## src/hw/map_switch_consts.svh

```systemverilog
// constants for the map switch controller
// assumes inclusion by the design module only
`ifndef MAP_SWITCH_CONSTS_SVH
`define MAP_SWITCH_CONSTS_SVH
`define TRAP_OPCODE 8'h83
`define STACK_BYTES 3'h5
`define ROM_LOW 13'h0080
`define ROM_HIGH 13'h0FFF
`define MASK_8K 13'h0FFF
`define MASK_2K 13'h07FF
`endif

```

## src/hw/map_switch_pkg.sv

```systemverilog
// types for the map switch controller
// assumes the constants header sits beside it
package map_switch_pkg;
	typedef enum logic {MONITOR_MAP, USER_MAP} map_type;
	typedef enum logic [2:0] {MON, TEMP, RUN, FORCING, STACKING} state_type;
	typedef struct packed {
		logic [12:0] address;
		logic read;
		logic write;
		logic fetch;
	} bus_type;
	typedef struct packed {
		logic go;
		logic tempEnter;
		logic tempLeave;
		logic breakpointSet;
	} command_type;
endpackage

```

## src/hw/emulator_map_switch_control.sv

```systemverilog
// map switch controller between monitor and user memory maps
// assumes the processor bus is synchronous to clock; buttons are debounced
`timescale 1ns/1ps
`include "map_switch_consts.svh"
module emulator_map_switch_control (
	input wire logic clock, // 200 MHz bus clock
	input wire logic resetn, // master/power-on reset, low
	input wire map_switch_pkg::bus_type bus, // processor bus cycle
	input wire logic [7:0] memReadData, // data from memory
	input wire map_switch_pkg::command_type command, // monitor commands
	input wire logic userResetButton, // user reset, high while pressed
	input wire logic abortButton, // abort, high while pressed
	input wire logic mode8k, // 1: 8K map mirror, 0: 2K
	input wire logic protectEnable, // 1: write protect pseudo rom
	output logic userMap, // user map selected
	output logic cpuReset, // processor reset, high
	output logic userIoReset, // user io reset, high
	output logic [7:0] cpuReadData, // data to processor
	output logic [12:0] mappedAddress, // mirrored address
	output logic writeEnable // memory write allowed
);
	import map_switch_pkg::*;
	state_type state_reg, state_next;
	logic ignoreBp_reg, ignoreBp_next;
	logic abortSeen_reg, abortSeen_next;
	logic [2:0] stackCount_reg, stackCount_next;
	logic [7:0] data_next;
	logic [12:0] addr_next;
	logic wen_next, rst_next, isUser, inRom, forceTrap;

	always_comb begin
		state_next = state_reg;
		ignoreBp_next = ignoreBp_reg;
		abortSeen_next = abortSeen_reg & abortButton;
		stackCount_next = stackCount_reg;
		rst_next = 1'b0;
		unique case (state_reg)
			MON: begin
				if (command.go) begin
					state_next = RUN;
					ignoreBp_next = 1'b0;
				end else if (command.tempEnter) begin
					state_next = TEMP;
				end
			end
			TEMP: begin
				if (command.tempLeave)
					state_next = MON;
			end
			RUN: begin
				// a press held from before counts once only
				if (abortButton && !abortSeen_reg) begin
					state_next = FORCING;
					abortSeen_next = 1'b1;
				end else if (bus.fetch && bus.read
					&& memReadData == `TRAP_OPCODE
					&& command.breakpointSet && !ignoreBp_reg) begin
					state_next = STACKING;
					stackCount_next = 3'h0;
				end
			end
			FORCING: begin
				if (bus.fetch && bus.read) begin
					state_next = STACKING;
					stackCount_next = 3'h0;
				end
			end
			STACKING: begin
				// only writes advance the count; reads here are ignored
				if (bus.write)
					stackCount_next = stackCount_reg + 3'h1;
				if (bus.write && stackCount_reg == `STACK_BYTES - 3'h1)
					state_next = MON;
			end
			default: state_next = MON;
		endcase
		// user reset overrides every state, the monitor included
		if (userResetButton) begin
			state_next = RUN;
			ignoreBp_next = 1'b1;
			rst_next = 1'b1;
		end
	end

	always_comb begin
		isUser = state_next != MON;
		addr_next = bus.address & (mode8k ? `MASK_8K : `MASK_2K);
		inRom = addr_next >= `ROM_LOW && addr_next <= `ROM_HIGH;
		wen_next = bus.write && !(isUser && state_next != TEMP && inRom
			&& protectEnable);
		// the flagged fetch must still see the trap opcode, or the
		// processor would load the real opcode and never trap
		forceTrap = state_next == FORCING || (state_reg == FORCING
			&& bus.fetch && bus.read && !userResetButton);
		data_next = forceTrap ? `TRAP_OPCODE : memReadData;
	end

	// every output leaves from a flip-flop, one cycle after sampling
	always_ff @(posedge clock) begin
		if (!resetn) begin
			state_reg <= MON;
			ignoreBp_reg <= 1'b0;
			abortSeen_reg <= 1'b0;
			stackCount_reg <= 3'h0;
			userMap <= 1'b0;
			cpuReset <= 1'b1;
			userIoReset <= 1'b1;
			cpuReadData <= 8'h00;
			mappedAddress <= 13'h0000;
			writeEnable <= 1'b0;
		end else begin
			state_reg <= state_next;
			ignoreBp_reg <= ignoreBp_next;
			abortSeen_reg <= abortSeen_next;
			stackCount_reg <= stackCount_next;
			userMap <= isUser;
			cpuReset <= rst_next;
			userIoReset <= rst_next;
			cpuReadData <= data_next;
			mappedAddress <= addr_next;
			writeEnable <= wen_next;
		end
	end

	property p_user_reset;
		@(posedge clock) disable iff (!resetn)
		userResetButton |=> userMap && cpuReset && userIoReset;
	endproperty
	a_user_reset: assert property (p_user_reset) else $error("user reset");
	property p_abort_mon;
		@(posedge clock) disable iff (!resetn)
		state_reg == MON && !userResetButton && !command.go
			&& !command.tempEnter |=> !userMap;
	endproperty
	a_abort_mon: assert property (p_abort_mon)
		else $error("abort in monitor");
	property p_force;
		@(posedge clock) disable iff (!resetn)
		state_reg == RUN && abortButton && !abortSeen_reg
			&& !userResetButton |=> cpuReadData == `TRAP_OPCODE;
	endproperty
	a_force: assert property (p_force) else $error("opcode not forced");
	property p_stack;
		@(posedge clock) disable iff (!resetn)
		state_reg == STACKING && !bus.write && !userResetButton
			|=> userMap;
	endproperty
	a_stack: assert property (p_stack) else $error("left before stacking");
	property p_ignore;
		@(posedge clock) disable iff (!resetn)
		state_reg == RUN && ignoreBp_reg && !abortButton
			&& !userResetButton |=> state_reg == RUN;
	endproperty
	a_ignore: assert property (p_ignore) else $error("breakpoint taken");
	property p_noswitch;
		@(posedge clock) disable iff (!resetn)
		state_reg == RUN && !command.breakpointSet && !abortButton
			&& !userResetButton |=> userMap;
	endproperty
	a_noswitch: assert property (p_noswitch) else $error("map switched");
	property p_go;
		@(posedge clock) disable iff (!resetn)
		state_reg == MON && command.go |=> userMap;
	endproperty
	a_go: assert property (p_go) else $error("go failed");
	property p_temp;
		@(posedge clock) disable iff (!resetn)
		state_reg == TEMP && !command.tempLeave && !userResetButton
			|=> userMap && state_reg == TEMP;
	endproperty
	a_temp: assert property (p_temp) else $error("temp switch lost");
	property p_protect;
		@(posedge clock) disable iff (!resetn)
		state_reg == RUN && !userResetButton && !abortButton
			&& bus.write && protectEnable
			&& (bus.address & `MASK_2K) >= `ROM_LOW |=> !writeEnable;
	endproperty
	a_protect: assert property (p_protect) else $error("rom written");
	property p_por;
		@(posedge clock) !resetn |=> !userMap && cpuReset && userIoReset;
	endproperty
	a_por: assert property (p_por)
		else $error("reset map wrong");
	// the dropped upper address bits are what puts the vectors on top
	property p_mirror8;
		@(posedge clock) disable iff (!resetn)
		mode8k |=> !mappedAddress[12]
			&& mappedAddress[11:0] == $past(bus.address[11:0]);
	endproperty
	a_mirror8: assert property (p_mirror8)
		else $error("8K mirror wrong");
	property p_mirror2;
		@(posedge clock) disable iff (!resetn)
		!mode8k |=> mappedAddress[12:11] == 2'h0
			&& mappedAddress[10:0] == $past(bus.address[10:0]);
	endproperty
	a_mirror2: assert property (p_mirror2)
		else $error("2K mirror wrong");
	property p_last_byte;
		@(posedge clock) disable iff (!resetn)
		state_reg == STACKING && bus.write && !userResetButton
			&& stackCount_reg == `STACK_BYTES - 3'h1 |=> !userMap;
	endproperty
	a_last_byte: assert property (p_last_byte)
		else $error("stayed after last stack byte");
	property p_force_hold;
		@(posedge clock) disable iff (!resetn)
		state_reg == FORCING && !userResetButton
			|=> cpuReadData == `TRAP_OPCODE;
	endproperty
	a_force_hold: assert property (p_force_hold)
		else $error("trap not held");
	property p_temp_write;
		@(posedge clock) disable iff (!resetn)
		state_reg == TEMP && bus.write && !command.tempLeave
			&& !userResetButton |=> writeEnable;
	endproperty
	a_temp_write: assert property (p_temp_write)
		else $error("temp write blocked");
	// a press already used must not stop the next run
	property p_abort_once;
		@(posedge clock) disable iff (!resetn)
		state_reg == RUN && abortSeen_reg && !userResetButton
			&& !(bus.fetch && bus.read) |=> state_reg == RUN;
	endproperty
	a_abort_once: assert property (p_abort_once)
		else $error("abort used twice");
	c_abort: cover property (@(posedge clock) state_reg == FORCING);
	c_bp: cover property (@(posedge clock) state_reg == STACKING
		&& !abortSeen_reg);
	c_reset: cover property (@(posedge clock) userResetButton);
	c_temp: cover property (@(posedge clock) state_reg == TEMP && bus.write);
	c_ignored: cover property (@(posedge clock) state_reg == RUN
		&& ignoreBp_reg && bus.fetch);
endmodule // emulator_map_switch_control

```

## config.mk

```make
export PLATFORM = sky130hd
export DESIGN_NAME = emulator_map_switch_control
export DESIGN_NICKNAME = d
export VERILOG_FILES = /design/src/hw/map_switch_pkg.sv /design/src/hw/emulator_map_switch_control.sv
export VERILOG_INCLUDE_DIRS = /design/src /design/src/hw
export SDC_FILE = /design/constraint.sdc
export NUM_CORES = 1
export LEC_CHECK = 0
export BUFFER_PORTS_ARGS = -buffer_cell sky130_fd_sc_hd__buf_2
export CAP_MARGIN = 0
export CORE_AREA = 5 5 62 64
export DETAILED_ROUTE_END_ITERATION = 10
export DIE_AREA = 0 0 67 69
export PLACE_DENSITY = 0.72
export SLEW_MARGIN = 40
export SYNTH_ARGS = -nofsm -noshare
export SYNTH_HDL_FRONTEND = slang
export SYNTH_SLANG_ARGS = --single-unit
export TNS_END_PERCENT = 100
```

## constraint.sdc

```tcl
create_clock -name clock -period 1.63 [get_ports clock]
set_input_delay 0.326 -clock clock [delete_from_list [all_inputs] [get_ports clock]]
set_output_delay 0.326 -clock clock [all_outputs]
set_load 0.05 [all_outputs]
```

==> metrics <==
Clock Skews=a little over 6 ps; GR Util All Layers=between 10% and 20%; worst-case clock buffer depth=2; Worst Path Required=about 1900 ps; area leader, netlist=dfxtp_1; Post-Syn Area per Cell=around 10 µm²; RR Startpoint=state_reg[0]; Synth Flop Type=dfxtp_1; Detail Placement HPWL=between 2 and 2.5 mm; crit path max fanout=5; max reg flops=12; final core utilization=between 50% and 60%; H-tree levels=2; Avg WL per Cell=12.7 µm; worst hold path type=in2reg; startpoint types=flop; setup violators final=0; synthesized area=0.00124 mm²; most frequent cells after synthesis=dfxtp_1, and2_1, nand2_1, nand3_1, nor2_1; global route overflow=0; Area growth, synth to finish=44.9%; Netlist cell types=40; WP data arrival=~1800 ps; Final Slew Violations=0; maxcap violations=0; maximum resistive drop on vdd=approximately 440 µV; Post-Route WL=slightly above 3 mm; Initial DRC Count=29; # diodes=0; CTS tree=yes; die area=~0.0046 mm²; grt met2 use=around 25%; status=finished clean; CORE AREA=between 0.003 and 0.004 mm²; Ports=59; RD Place Congestion=roughly 0.80; first-pass GRT wire length=approximately 4.8 mm; Die X=around 67 µm; worst-margin pin slew=roughly 550 ps; Hold Path Origin=protectEnable; # rows=21; CP endpoint kind=flop; sequential power share=45.6%; flop-to-flop setup slack=40 ps; Largest Register=mappedAddress; Port Buf Inserts=56; Starting Density=38.3%; drt pass-1 iters=4; Combinational Power Share=20.4%; Switch Pwr=between 0.4 and 0.5 mW; CTS Hold Buffers Added=0; Setup CP Type=reg2reg; postcts setup bufs=0; Tcrit/Tclk final=a little under 100%; worst setup path endpoint=cpuReadData[5]; routing usage on met1=between 10% and 20%; Die Ht=just under 70 µm; relative slew slack=62.9%; CTS Buf Count=5; RR Endpoint=cpuReadData[5]; Post-synth EDFFs=0; Synthesized Nets=160; Regs by FF count=mappedAddress x12, cpuReadData x8; PD cells=slightly below 1000 mW/mm²; layout cells sized above 1=47.4%; initial antenna violation count=0; most common cell in the synthesized netlist=dfxtp_1; Skew-Pair Late Insertion Delay=~320 ps; FF-to-FF path depth=5; nets@finish=231; Sink Count=31; LEAKAGE=~0.86 nW; Clock Pin Slew Worst Setup and Hold Paths=90 ps; GRT busiest layer=met2; switching part of the total=27.8%; post-synth top area share=50.1%; vias per cell=between 4 and 5; register area share after synthesis=approximately half; Synth warnings=0; GR Util met3=under 10%; Yosys reg bits=31; Post-route DRC=0; CTS root buf=clkbuf_4; cell internal pwr=between 1 and 1.5 mW; synth top area cells=dfxtp_1, and2_1, nor2b_1; vias in the first global route=around 1100; Async S/R FF share, synth=0%; power after layout=~1.8 mW; crit path from=state_reg[0]; largest net degree at the start of global routing=26; Mapped Cells=~120; Routed Antenna Nets=0; maximum clock frequency=630 MHz; vias=approximately 1200; clock share of power=between 30% and 40%; Min Clock Period, post-route=1590 ps; Final Hold Fails=0
## placed cells by master, fill, tap and decap left out, types with 2 or more instances in the layout
cell type | Yosys | routed
a21oi_1 | 4 | 4
o31a_1 | 3 | 3
nand3_1 | 7 | 7
nand2b_1 | 3 | 3
nor2b_2 | 0 | 2
nand4b_1 | 2 | 2
nor2b_1 | 6 | 4
buf_2 | 0 | 56
nor2_1 | 7 | 7
nor4_1 | 3 | 3
inv_1 | 2 | 2
buf_4 | 2 | 13
and2_1 | 13 | 12
ha_1 | 2 | 2
dfxtp_2 | 0 | 3
clkbuf_4 | 0 | 5
nand2_1 | 8 | 8
dfxtp_1 | 31 | 28
o21a_1 | 2 | 2
## worst min path at each step
stage / end / slack (ps) / cells past startpoint
floorplan: userIoReset / 420 / 1
CTS: writeEnable / 170 / 2
global placement: stackCount_reg[1] / 460 / 2
finish: writeEnable / 180 / 2
detailed placement: stackCount_reg[0] / 490 / 1
global route: writeEnable / 160 / 2
## cells by family (layout without fill, tap and decap cells)
| logic type | count (synthesis) | after routing | share of synthesized area (%) |
|---|---|---|---|
| mux | 1 | 1 | 0.808 |
| other cells | 1 | 1 | 0.303 |
| buf+inv | 8 | 80 | 3.03 |
| simple gates | 57 | 57 | 27.5 |
| flops | 31 | 31 | 50.1 |
| compound gates | 24 | 24 | 16.3 |
| fa+ha+maj | 2 | 2 | 2.02 |
## repair_timing
action | 4_1_cts | 5_1_grt
pin swaps | 0 | 1
setup endpoints to repair | 5 | 9
resized for setup | 2 | 11
## power groups by stage
stage | Sequential [mW] | Clock [mW] | Combinational [mW]
after global routing | 0.818 | 0.669 | 0.386
after global placement | 0.827 | 0 | 0.345
after CTS | 0.811 | 0.626 | 0.353
after floorplan | 0.950 | 0 | 0.108
after detailed placement | 0.828 | 0 | 0.351
final | 0.814 | 0.608 | 0.364
## metal layers
layer / share of wire, % / up-vias
li1: - / 579
met1: 35 / 540
met2: 56 / 32
met3: 8.0 / 4
met4: 1.0 / 0
met5: 0 / -
## critical path: stages, from the launching register on
cell,delay [ps]
dfxtp_2,420
a21boi_2,280
a22oi_1,180
a221oi_4,360
buf_4,200
nor2_1,50
## metrics by stage
step	hold slack, ps	TNS, ps	area, µm²	setup WS (ps)	std cells
floorplan	423	-201	1250	-67.1	124
detailed placement	489	-2170	1660	-250	234
CTS	174	0	1760	5.84	242
finish	185	0	1800	42.7	242
global route	157	-80.1	1800	-20.3	242
global placement	460	-1960	1660	-231	234
## final cells by class
| cell class | instances | area [µm²] |
|---|---|---|
| clock inverter | 2 | 35.0 |
| tap | 46 | 57.6 |
| timing repair buffer | 69 | 378 |
| multi-input combinational | 85 | 638 |
| clock buffer | 6 | 51.3 |
| fill | 303 | 1440 |
| inverter | 3 | 11.3 |
| sequential | 31 | 624 |
(Power assumes the default switching activity.)
